<file path="config.mk">
export PLATFORM = sky130hd
export DESIGN_NAME = ctg_camera_timing_gen
export DESIGN_NICKNAME = d
export VERILOG_FILES = /design/src/ctg_camera_timing_gen.v
export VERILOG_INCLUDE_DIRS = /design/src
export SDC_FILE = /design/constraint.sdc
export NUM_CORES = 1
export LEC_CHECK = 0
export ABC_AREA = 0
export BUFFER_PORTS_ARGS = -buffer_cell sky130_fd_sc_hd__buf_4
export CORE_ASPECT_RATIO = 2
export CORE_MARGIN = 5
export CORE_UTILIZATION = 55
export DETAILED_ROUTE_END_ITERATION = 6
export PLACE_DENSITY = 0.8
export SYNTH_ARGS = -nofsm -noshare
export SYNTH_HDL_FRONTEND = slang
export SYNTH_SLANG_ARGS = --single-unit
</file>
<file path="constraint.sdc">
create_clock -name MCLK_I -period 4.98 [get_ports MCLK_I]
set_input_delay 0.996 -clock MCLK_I [delete_from_list [all_inputs] [get_ports MCLK_I]]
set_output_delay 0.996 -clock MCLK_I [all_outputs]
set_load 0.01 [all_outputs]
</file>
<file path="src/ctg_defs.vh">
// Constants for the camera exposure timing generator
`ifndef CTG_DEFS_VH
`define CTG_DEFS_VH
// Clock rate and time base: one tick of the duration counters
`define CTG_CLK_HZ 10000000
`define CTG_TICK_NS 1000
`define CTG_TICK_CYCLES ((`CTG_TICK_NS * (`CTG_CLK_HZ / 1000000)) / 1000)
// Trigger mode encodings
`define CTG_MODE_CONTINUOUS 2'h0
`define CTG_MODE_SINGLE_ON_TRIGGER 2'h1
`define CTG_MODE_SINGLE_ON_ENCODER 2'h2
`define CTG_MODE_INVALID 2'h3
// Route mask bit positions
`define CTG_ROUTE_CAM_LO 0
`define CTG_ROUTE_GENERAL_OUT_0 4
`define CTG_ROUTE_TO_TRIGGER_IN 8
`define CTG_ROUTE_TO_ENCODER_A 9
`define CTG_ROUTE_TO_ENCODER_B 10
`define CTG_ROUTE_W 11
`define CTG_ROUTE_GRP_W 4
// State codes
`define CTG_ST_IDLE 2'h0
`define CTG_ST_ACTIVE 2'h1
`define CTG_ST_REST 2'h2
`endif

</file>
<file path="src/ctg_camera_timing_gen.v">
// Camera exposure timing generator: one pulse waveform routed to many destinations
// Overview of operation
// - Continuous mode repeats the waveform every period without any event.
// - Single-on-trigger mode runs one cycle per trigger input event that arrives while idle.
// - Single-on-encoder mode runs one cycle per encoder input event that arrives while idle.
// - Event source is the currently selected trigger or encoder input.
// - One setting selects whether the active level is high or low.
// - Exposure duration is programmable in fine fractional-millisecond ticks.
// - Line/frame interval is programmed as a period, not a frequency.
// - Output route mask is a bit set; any combination allowed.
// - Identical waveform appears at once on every enabled destination.
// - Destinations include four camera lines and four general outputs.
// - Internal trigger destination feeds the board's trigger input path.
// - Encoder destinations feed encoder A input, and encoder B input.
// - Generator runs on its own timing, independent of acquisition logic.
`include "ctg_defs.vh"
`default_nettype none
module ctg_camera_timing_gen #(
  parameter CNT_W = 24
) (
  input wire MCLK_I,
  input wire RESET_N_I,
  input wire [CNT_W-1:0] EXPOSURE_DURATION_I,
  input wire [CNT_W-1:0] LINE_FRAME_INTERVAL_I,
  input wire [1:0] TRIGGER_MODE_SELECT_I,
  input wire ACTIVE_LEVEL_HIGH_I,
  input wire [`CTG_ROUTE_W-1:0] OUTPUT_ROUTE_MASK_I,
  input wire TRIGGER_EVENT_I,
  input wire ENCODER_EVENT_I,
  output reg [3:0] CAMERA_CONTROL_O,
  output reg [3:0] GENERAL_OUT_O,
  output reg ROUTE_TO_TRIGGER_IN_O,
  output reg ROUTE_TO_ENCODER_A_O,
  output reg ROUTE_TO_ENCODER_B_O,
  output reg CONFIG_ERROR_O,
  output reg BUSY_O
);

  localparam [CNT_W-1:0] ONE = {{(CNT_W-1){1'b0}}, 1'b1};
  localparam integer TICK_LAST_INT = `CTG_TICK_CYCLES - 1;
  // Cut on purpose: the prescaler never needs more than 16 bits
  localparam [15:0] TICK_LAST = TICK_LAST_INT[15:0];

  // Time base
  reg [15:0] prescale;
  reg tick;

  // Cycle sequencer
  reg [1:0] state;
  reg [1:0] next_state;
  reg [CNT_W-1:0] count;
  reg [CNT_W-1:0] next_count;
  reg wave_active;
  reg next_wave_active;

  // Event edge detect
  reg trig_prev;
  reg enc_prev;
  wire trig_rise;
  wire enc_rise;
  reg event_hit;

  // Settings check and output shaping
  wire exp_too_long;
  wire exp_zero;
  wire mode_unknown;
  wire cfg_bad;
  wire wave_level;
  wire [`CTG_ROUTE_GRP_W-1:0] cam_sel;
  wire [`CTG_ROUTE_GRP_W-1:0] gen_sel;

  // Free-running time base, shared by nothing else in the device
  always @(posedge MCLK_I or negedge RESET_N_I) begin
    if (!RESET_N_I) begin
      prescale <= 16'h0000;
      tick <= 1'b0;
    end else if (prescale == TICK_LAST) begin
      prescale <= 16'h0000;
      tick <= 1'b1;
    end else begin
      prescale <= prescale + 16'h0001;
      tick <= 1'b0;
    end
  end

  assign trig_rise = TRIGGER_EVENT_I & ~trig_prev;
  assign enc_rise = ENCODER_EVENT_I & ~enc_prev;

  // Bad settings hold the output idle rather than produce a malformed pulse
  assign exp_too_long = (EXPOSURE_DURATION_I > LINE_FRAME_INTERVAL_I);
  assign exp_zero = (EXPOSURE_DURATION_I == {CNT_W{1'b0}});
  assign mode_unknown = (TRIGGER_MODE_SELECT_I == `CTG_MODE_INVALID);
  // A cycle already running finishes; only new starts are blocked
  assign cfg_bad = exp_too_long | exp_zero | mode_unknown;

  always @* begin
    case (TRIGGER_MODE_SELECT_I)
      `CTG_MODE_CONTINUOUS: event_hit = 1'b1;
      `CTG_MODE_SINGLE_ON_TRIGGER: event_hit = trig_rise;
      `CTG_MODE_SINGLE_ON_ENCODER: event_hit = enc_rise;
      default: event_hit = 1'b0;
    endcase
  end

  always @* begin
    next_state = state;
    next_count = count;
    next_wave_active = wave_active;
    case (state)
      `CTG_ST_IDLE: begin
        // Events only start a cycle from idle
        if (event_hit && !cfg_bad) begin
          next_state = `CTG_ST_ACTIVE;
          next_count = ONE;
          next_wave_active = 1'b1;
        end
      end
      `CTG_ST_ACTIVE: begin
        if (tick) begin
          if (count >= EXPOSURE_DURATION_I) begin
            next_wave_active = 1'b0;
            if (count >= LINE_FRAME_INTERVAL_I) begin
              next_state = `CTG_ST_IDLE;
            end else begin
              next_state = `CTG_ST_REST;
              next_count = count + ONE;
            end
          end else begin
            next_count = count + ONE;
          end
        end
      end
      `CTG_ST_REST: begin
        if (tick) begin
          if (count >= LINE_FRAME_INTERVAL_I) begin
            next_state = `CTG_ST_IDLE;
          end else begin
            next_count = count + ONE;
          end
        end
      end
      default: begin
        next_state = `CTG_ST_IDLE;
        next_wave_active = 1'b0;
      end
    endcase
  end

  always @(posedge MCLK_I or negedge RESET_N_I) begin
    if (!RESET_N_I) begin
      state <= `CTG_ST_IDLE;
      count <= {CNT_W{1'b0}};
      wave_active <= 1'b0;
    end else begin
      state <= next_state;
      count <= next_count;
      wave_active <= next_wave_active;
    end
  end

  // Low at reset matches the idle level of both event pins, so no false edge follows reset
  always @(posedge MCLK_I or negedge RESET_N_I) begin
    if (!RESET_N_I) begin
      trig_prev <= 1'b0;
      enc_prev <= 1'b0;
    end else begin
      trig_prev <= TRIGGER_EVENT_I;
      enc_prev <= ENCODER_EVENT_I;
    end
  end

  assign wave_level = ACTIVE_LEVEL_HIGH_I ? wave_active : ~wave_active;

  assign cam_sel = OUTPUT_ROUTE_MASK_I[`CTG_ROUTE_CAM_LO+`CTG_ROUTE_GRP_W-1:`CTG_ROUTE_CAM_LO];
  assign gen_sel = OUTPUT_ROUTE_MASK_I[`CTG_ROUTE_GENERAL_OUT_0+`CTG_ROUTE_GRP_W-1:`CTG_ROUTE_GENERAL_OUT_0];

  // Unselected destinations rest low; the same level feeds all selected ones
  // All pins register one level, so every selected pin switches on the same edge
  always @(posedge MCLK_I or negedge RESET_N_I) begin
    if (!RESET_N_I) begin
      CAMERA_CONTROL_O <= 4'h0;
      GENERAL_OUT_O <= 4'h0;
    end else begin
      CAMERA_CONTROL_O <= cam_sel & {`CTG_ROUTE_GRP_W{wave_level}};
      GENERAL_OUT_O <= gen_sel & {`CTG_ROUTE_GRP_W{wave_level}};
    end
  end

  // Internal destinations loop the waveform back into the board's own inputs
  always @(posedge MCLK_I or negedge RESET_N_I) begin
    if (!RESET_N_I) begin
      ROUTE_TO_TRIGGER_IN_O <= 1'b0;
      ROUTE_TO_ENCODER_A_O <= 1'b0;
      ROUTE_TO_ENCODER_B_O <= 1'b0;
    end else begin
      ROUTE_TO_TRIGGER_IN_O <= OUTPUT_ROUTE_MASK_I[`CTG_ROUTE_TO_TRIGGER_IN] & wave_level;
      ROUTE_TO_ENCODER_A_O <= OUTPUT_ROUTE_MASK_I[`CTG_ROUTE_TO_ENCODER_A] & wave_level;
      ROUTE_TO_ENCODER_B_O <= OUTPUT_ROUTE_MASK_I[`CTG_ROUTE_TO_ENCODER_B] & wave_level;
    end
  end

  // Status flags; the error flag tracks the settings even while a cycle finishes
  always @(posedge MCLK_I or negedge RESET_N_I) begin
    if (!RESET_N_I) begin
      CONFIG_ERROR_O <= 1'b0;
      BUSY_O <= 1'b0;
    end else begin
      CONFIG_ERROR_O <= cfg_bad;
      BUSY_O <= (state != `CTG_ST_IDLE);
    end
  end

endmodule // ctg_camera_timing_gen
`default_nettype wire

</file>
==> flow_summary.ini, run 1 <==
[die]
initial_core_util_pct = 56.19
die_h_um = 139.7
coreArea_um2 = 8233
die-area_um2 = 10460
die_w_um = 74.85
ios = 79
num_rows = 47

[detailed_routing]
dr.pass1.iters = 4
drt-initial-drc-count = 246
ant_nets = 0
avgViaCountPerCell = 6.117
drt-total-wl_um = 12610
num_vias = 4355
drc = 0
post_drt_wl_per_cell_um = 17.71

[clocking]
ctsResizeCount = 0
clk_latency_ns = 0.32
cts_inserted_buffers = 9
clk_pin_slew_ns = 0.05
cts_buffer_depth = 2
cts_tree = built
post_cts.repair.setup_buffers = 0
cts_max_level = 3
clkSinkCount = 59
clockRootBuffer = clkbuf_16
cts-hold-fix-buffers = 0

[finish]
fin_cells = 712
antenna_cells = 0
area_delta_synth_final_pct = 21.15
final_area_um2 = 5604
layout-drive-gt1-share_pct = 15.96
nets = 755
final_core_util_pct = 68.07

[global_route]
grt_pass1_wl_um = 20530
grt_overflow = 0
grtUsageTotal_pct = 25.30
first_global_vias = 4627
antenna_found_initial = 0
grt_max_degree = 60

[setup_path]
crit_arrival_ns = 4.06
worstSetupEndpointType = flip-flop
crit_chain = buf_4 > ha_1 > nand2b_1 > a2111oi_0 > o32ai_1 > o41a_1 > o22ai_2 > nand4_1 > buf_4 > o41ai_1
worstPathRequired_ns = 5.18
startpoint_type = primary input
critical_path_class = primary input to flip-flop
critPathMaxFanout = 13
cpMostUsedCell = buf_4
crit_path_top_delay_cell = a2111oi_0
crit_path_max_incr_delay_ns = 0.56

[sta]
worst_slew_pin_slew_ns = 1.029
fin_ws_ns = 1.116
hold_violations = 0
setup_viol_count_final = 0
slew_headroom_pct = 30.96
finalSetupTns_ns = 0
rsz0062_at_grt = no
finClkSkew_ns = 0.007555
holdWs_ns = 0.4941
fmax_mhz = 258.8
slew_viol_final = 0
period_share_pct = 77.58
min_period_ns = 3.864

[yosys]
postSynthCellCount = 528
synthesis.area_um2 = 4626
ys_seq_area_share_pct = 31.92
synth_edf_count = 0
ys_async_sr_fraction_pct = 100.0
synth_flop_cell = dfrtp_1
syn_avg_cell_area_um2 = 8.761
yosys_warnings = 0
ys_ff_latch = 59
ys_types = 51
synth_nets = 673

[placement]
portBuffers = 78
dp_cells = 697
dp_slack_ns = 0.7958
place_area_um2 = 5309
hpwlAfterDp_um = 9968
gp_congestion = 0.9181

[power_and_ir_drop]
p_leak_nw = 2.807
p_total_mw = 1.794
powerDensity_nw_per_um2 = 320.1
vdd_drop_max_mv = 0.4324

[hold_path]
hp-class = flip-flop to flip-flop

[outcome]
status = complete, no violations

[run]
maxCapViolCount = 0
where the power goes:
part	switching (mW)	internal (mW)
clock network	0.199	0.410
registers	0.0349	0.535
logic	0.371	0.244
per-layer routing:
layer  up-vias  wire (um)  track usage [%]
li1       2104          -                -
met1      2095       4354            25.03
met2       126       7166            46.64
met3        30        597            4.188
met4         0        494            14.26
met5         -          0                0
critical path: cells and delay by family:
kind | cells | cell delay [ns]
simple gates | 2 | 0.52
fa+ha+maj | 1 | 0.27
buf+inv | 2 | 0.46
compound gates | 5 | 1.82
Yosys cell counts, types with 2 or more instances:
library cell / number / area [um^2]
nand4_1: 16 / 100.1
o21ai_0: 45 / 225.2
o22ai_1: 2 / 12.51
a21o_1: 2 / 15.01
or2_2: 2 / 12.51
nor2b_1: 4 / 25.02
nor4_1: 14 / 87.58
a41oi_1: 6 / 52.55
xor2_1: 3 / 26.28
o211ai_1: 5 / 37.54
inv_1: 59 / 221.5
o21a_1: 2 / 15.01
o21bai_1: 2 / 15.01
nand2b_1: 9 / 56.30
a21oi_1: 36 / 180.2
or3_1: 7 / 43.79
xnor2_1: 12 / 105.1
o32a_1: 2 / 20.02
and3_1: 10 / 62.56
mux2i_1: 2 / 20.02
nand3_1: 20 / 100.1
a211oi_1: 3 / 22.52
ha_1: 79 / 988.5
nor2_1: 16 / 60.06
o31ai_1: 7 / 52.55
a221oi_1: 3 / 26.28
nor3b_1: 2 / 15.01
dfrtp_1: 59 / 1476
or4_1: 3 / 22.52
a2111oi_0: 3 / 26.28
o32ai_1: 4 / 35.03
o21ai_1: 2 / 10.01
nand2_1: 38 / 142.6
clkbuf_1: 6 / 22.52
o41ai_1: 2 / 17.52
nor3_1: 14 / 70.07
and2_1: 13 / 81.33
cell families (layout without fill, tap and decap cells):
| kind of cell | count (synthesis) | count (layout) | share of synthesized area (%) |
|---|---|---|---|
| buffers and inverters | 68 | 154 | 5.653 |
| XOR/XNOR | 15 | 15 | 2.840 |
| AND/OR/NAND/NOR | 171 | 171 | 19.53 |
| flip-flops | 59 | 59 | 31.92 |
| adder cells (fa/ha/maj) | 79 | 79 | 21.37 |
| AO/OA/AOI/OAI | 134 | 134 | 18.26 |
| multiplexers | 2 | 2 | 0.4328 |
registers in the layout, indices dropped and copies added, names as in the netlist, 2 cells and up:
name              count
CAMERA_CONTROL_O      4
GENERAL_OUT_O         4
prescale             16
state                 2
count                24
placed cells by master (no fill, tap or decap), types with 10 or more instances in the layout:
cell type / netlist / routed
nand2_1: 38 / 38
nand3_1: 20 / 20
and3_1: 10 / 10
ha_1: 79 / 79
nor3_1: 14 / 14
and2_1: 13 / 13
nor2_1: 16 / 16
inv_1: 59 / 59
o21ai_0: 45 / 45
nand4_1: 16 / 16
nor4_1: 14 / 14
xnor2_1: 12 / 12
buf_4: 1 / 80
a21oi_1: 36 / 36
dfrtp_1: 59 / 59
final cells by class:
cell class / instances / area (um^2)
Clock inverter: 2 / 35.03
Multi-Input combinational cell: 401 / 2888
Tap cell: 98 / 122.6
Inverter: 59 / 221.5
Clock buffer: 13 / 260.3
Timing Repair Buffer: 80 / 600.6
Fill cell: 668 / 2629
Sequential cell: 59 / 1476
final timing paths:
path                                           from                  end  slack, ns  depth (start not counted)
max                        LINE_FRAME_INTERVAL_I[0]            count[13]       1.12                         10
min                                    prescale[15]         prescale[15]       0.49                          1
max reg2reg                                count[0]            count[13]       1.40                         10
min reg2reg                            prescale[15]         prescale[15]       0.49                          1
max in group asynchronous                 RESET_N_I  CAMERA_CONTROL_O[3]       3.76                          1
min in group asynchronous                 RESET_N_I          prescale[8]       0.74                          1
Note: power is estimated with default switching activity, not from simulation.
==> run 2, diff against run 1 <==
Clock period 4.98 ns to 3.81 ns, I/O delays scaled along.
==> run 2 against run 1 <==
Critical path depth rose by 1. Cell count rose by 0.42%. Power rose by 44%. Global-route usage rose by 0.25 points. Setup slack got worse by 0.63 ns. Sequential cell count did not move. Via count rose by 2.7%. Hold slack got worse by 0.0094 ns. Sequential share of layout area fell by 0.45 points. First-iteration DRC count fell by 43%. Combinational power rose by 33%. Register-to-register slack got worse by 0.87 ns. Critical path type unchanged. Critical endpoint is now count[9]. Largest cell class unchanged. Largest power group is now the clock network. Highest routed layer unchanged.
==> flow_summary.ini, run 2 (synthesized netlist as in run 1, its figures left out) <==
[hold_path]
holdPathStages = 1
hp-class = flip-flop to flip-flop

[sta]
min_period_ns = 3.325
fmax_mhz = 300.7
finalSetupTns_ns = 0
finClkSkew_ns = 0.005898
worst_slew_pin_slew_ns = 1.015
fin_ws_ns = 0.4845
slew_viol_final = 0
period_share_pct = 87.28
rsz0062_at_grt = no
setup_viol_count_final = 0
hold_violations = 0
slew_headroom_pct = 31.88

[outcome]
status = complete, no violations

[clocking]
cts_tree = built
clockRootBuffer = clkbuf_16
cts_max_level = 3
cts_inserted_buffers = 9
post_cts.repair.setup_buffers = 0
ctsResizeCount = 0
cts_buffer_depth = 2
clk_pin_slew_ns = 0.05
cts-hold-fix-buffers = 0
clk_latency_ns = 0.33
clkSinkCount = 59

[setup_path]
startpoint_type = primary input
worstSetupEndpointType = flip-flop
critical_path_class = primary input to flip-flop
crit_arrival_ns = 3.57
critPathMaxFanout = 14
reg2regPathDepth = 11
worstPathRequired_ns = 4.05

[finish]
largest_reg_flops = 24
area_delta_synth_final_pct = 23.24
largestRegisters = count (24), prescale (16)
layout-drive-gt1-share_pct = 16.53
antenna_cells = 0
mostFrequentLayoutCell = buf_4
top_register = count
final_cell_mix = buf_4, ha_1, dfrtp_1, inv_1, o21ai_0
nets = 757

[die]
die_w_um = 74.85
die_h_um = 139.7
num_rows = 47
die-area_um2 = 10460
ios = 79
initial_core_util_pct = 56.19
coreArea_um2 = 8233

[power_and_ir_drop]
p_sw_mw = 0.8108
seqPwrFrac_pct = 28.9
p_sw_share_pct = 31.46
powerDensity_nw_per_um2 = 452.1
power.share.clock_pct = 39.4
p_leak_nw = 2.855
internal_power_mw = 1.767
power.share.combinational_pct = 31.7
vdd_drop_max_mv = 0.4267

[detailed_routing]
num_vias = 4472
drt-initial-drc-count = 139
drc = 0
dr.pass1.iters = 5
avgViaCountPerCell = 6.255
drt-total-wl_um = 12800
post_drt_wl_per_cell_um = 17.90
ant_nets = 0

[run]
maxCapViolCount = 0

[placement]
hpwlAfterDp_um = 10020
gp_congestion = 0.8856
dp_slack_ns = 0.1821
portBuffers = 78

[global_route]
grt_pass1_wl_um = 20760
antenna_found_initial = 0
grtUsageTotal_pct = 25.55
grt_max_degree = 60
first_global_vias = 4759
grt_overflow = 0
run 2: layout make-up:
type                       instances  area (um^2)
clock inverter                     4        120.1
timing repair buffer              82        615.6
clock buffer                      12        256.5
inverter                          59        221.5
tap                               98        122.6
multi-input combinational        401         2888
fill                             688         2532
sequential                        59         1476
run 2: path summary, 6_finish.rpt:
kind / startpoint / to / slack [ns]
worst max-delay path: EXPOSURE_DURATION_I[22] / count[9] / 0.48
worst min-delay path: prescale[15] / prescale[15] / 0.48
worst max register to register: count[0] / count[9] / 0.53
worst min register to register: prescale[15] / prescale[15] / 0.48
max in group asynchronous: RESET_N_I / count[5] / 2.82
min in group asynchronous: RESET_N_I / prescale[7] / 0.50
run 2: stage by stage:
stage	hold slack, ns	utilization [%]	area (um^2)	std cells	total power [mW]
2_1_floorplan	0.4467	-	4626	528	1.263
3_3_place_gp	0.4757	64.67	5324	699	1.522
3_5_place_dp	0.4842	64.67	5324	699	1.557
4_1_cts	0.4947	69.24	5700	715	2.583
5_1_grt	0.5100	69.24	5700	715	2.708
6_report	0.4847	69.24	5700	715	2.577
run 2: critical path, cell delays in order:
cell      delay (ns)
buf_4           0.12
ha_1            0.31
nand4_1         0.22
nor4_1          0.48
and2_1          0.26
nor2_1          0.08
a221oi_2        0.26
nand4_1         0.35
buf_4           0.32
or3_1           0.32
o211ai_1        0.08
run 2: power groups by stage:
stage	combinational (mW)	sequential, mW	clock, mW
after floorplan	0.499	0.764	0
after global placement	0.773	0.749	0
after detailed placement	0.804	0.753	0
after CTS	0.812	0.746	1.03
after global routing	0.902	0.754	1.05
final	0.816	0.746	1.02
run 2: per-layer routing:
layer  global-route usage (%)  share of wire (%)  wire (um)  vias up
li1                         -                  -          -     2108
met5                        0                  0          0        -
met3                    4.332                5.3        682       61
met4                    17.35                6.6        842        0
met1                    25.00                 33       4281     2125
met2                    45.86                 55       6991      178
==> run 3, diff against run 2 <==
Settings changed: RECOVER_POWER from default to 25, SKIP_CTS_REPAIR_TIMING from default to 1.
==> run 3 against run 2 <==
Design area barely moved. Combinational power barely moved. Sequential cell count did not move. Largest cell class unchanged.
==> flow_summary.ini, run 3 (synthesized netlist as in run 1, its figures left out) <==
[sta]
finClkSkew_ns = 0.005881
slew_headroom_pct = 3.206
fmax_mhz = 300.0
setup_viol_count_final = 0
hold_violations = 0
fin_ws_ns = 0.4762
rsz0062_at_grt = no
slew_viol_final = 0
worst_slew_pin_slew_ns = 1.452
period_share_pct = 87.50
finalSetupTns_ns = 0
min_period_ns = 3.334

[clocking]
clockRootBuffer = clkbuf_16
cts_buffer_depth = 2
clk_pin_slew_ns = 0.05
clk_latency_ns = 0.33
cts_max_level = 3
cts_tree = built
cts_inserted_buffers = 9
clkSinkCount = 59

[detailed_routing]
post_drt_wl_per_cell_um = 17.83
drt-total-wl_um = 12750
drc = 0
dr.pass1.iters = 4
num_vias = 4460
avgViaCountPerCell = 6.238
drt-initial-drc-count = 141
ant_nets = 0

[run]
maxCapViolCount = 0

[power_and_ir_drop]
p_total_mw = 2.578
powerDensity_nw_per_um2 = 452.4
p_leak_nw = 2.853
vdd_drop_max_mv = 0.4242

[global_route]
grt_overflow = 0
grtUsageTotal_pct = 25.55
grt_pass1_wl_um = 20760
first_global_vias = 4759
antenna_found_initial = 0
grt_max_degree = 60

[finish]
nets = 757
largestRegisters = count (24), prescale (16)
layout-drive-gt1-share_pct = 16.53
largest_reg_flops = 24
final_cell_mix = ha_1, buf_4, dfrtp_1, inv_1, o21ai_0
multi_input_area_um2 = 2888
area_delta_synth_final_pct = 23.18
top_register = count
seq_area_um2 = 1476
fill_cells = 688
antenna_cells = 0
final_core_util_pct = 69.21

[die]
die_h_um = 139.7
die-area_um2 = 10460
ios = 79
num_rows = 47
die_w_um = 74.85
coreArea_um2 = 8233
initial_core_util_pct = 56.19

[setup_path]
rrSetupSlack_ns = 0.53
reg2regPathDepth = 11
startpoint_type = primary input
worstReg2RegEnd = count[9]
path_depth = 11
path_delay_family = simple AND/OR/NAND/NOR gates
worstPathRequired_ns = 4.06
crit_path_top_delay_cell = nor4_1
startpoint = EXPOSURE_DURATION_I[22]
crit_path_max_incr_delay_ns = 0.48
worst-path-buf-inv = 2
crit_arrival_ns = 3.58
worstSetupEndpointType = flip-flop
critPathMaxFanout = 14
critical_path_class = primary input to flip-flop
r2r_start = count[0]
crit_chain = buf_4 > ha_1 > nand4_1 > nor4_1 > and2_1 > nor2_1 > a221oi_2 > nand4_1 > buf_4 > or3_1 > o211ai_1
worstSetupEndpoint = count[9]

[hold_path]
hp-class = flip-flop to flip-flop

[placement]
portBuffers = 78
hpwlAfterDp_um = 10020
dp_slack_ns = 0.1821
gp_congestion = 0.8856

[outcome]
status = complete, no violations
## run 3: cell types whose count changed in the layout (fill, tap and decap cells not counted)
cell / change
buf_4: -3
clkbuf_4: +2
clkbuf_2: +1
## run 3: worst reg2reg max path, delay by kind of cell (launching register included)
kind,cells,cell delay (ns)
compound gates,5,1.29
simple gates,3,0.79
buf+inv,2,0.43
flops,1,0.41
fa+ha+maj,1,0.27
## run 3: per-stage QoR
stage	cell area (um^2)	hold WS, ns	cells
floorplan	4626	0.4467	528
global placement	5324	0.4757	699
detailed placement	5324	0.4842	699
CTS	5700	0.4947	715
global route	5698	0.5100	715
finish	5698	0.4848	715
## run 3: metal layers
layer  track usage, %  vias up  part of all wire (%)
met1            25.00     2127                    33
met5                0        -                     0
met2            45.86      166                    55
met4            17.35        0                   6.4
li1                 -     2108                     -
met3            4.332       59                   5.2
## run 3: layout make-up
type | count | share of cell area (%)
multi-input combinational | 401 | 50.68
sequential | 59 | 25.91
timing repair buffer | 82 | 10.76
clock buffer | 12 | 4.502
inverter | 59 | 3.887
tap | 98 | 2.152
clock inverter | 4 | 2.108
## run 3: worst min-delay path by stage
stage	from	to	slack (ns)	cells past startpoint
floorplan	prescale[15]	prescale[15]	0.45	1
global placement	prescale[4]	prescale[4]	0.48	1
detailed placement	prescale[15]	prescale[15]	0.48	1
CTS	prescale[15]	prescale[15]	0.49	1
global route	prescale[15]	prescale[15]	0.51	1
finish	prescale[15]	prescale[15]	0.48	1
## run 3: power breakdown
| part | total, mW | internal (mW) | switching [mW] |
|---|---|---|---|
| Combinational | 0.815 | 0.328 | 0.488 |
| Clock | 1.02 | 0.740 | 0.277 |
| Sequential | 0.746 | 0.699 | 0.0471 |
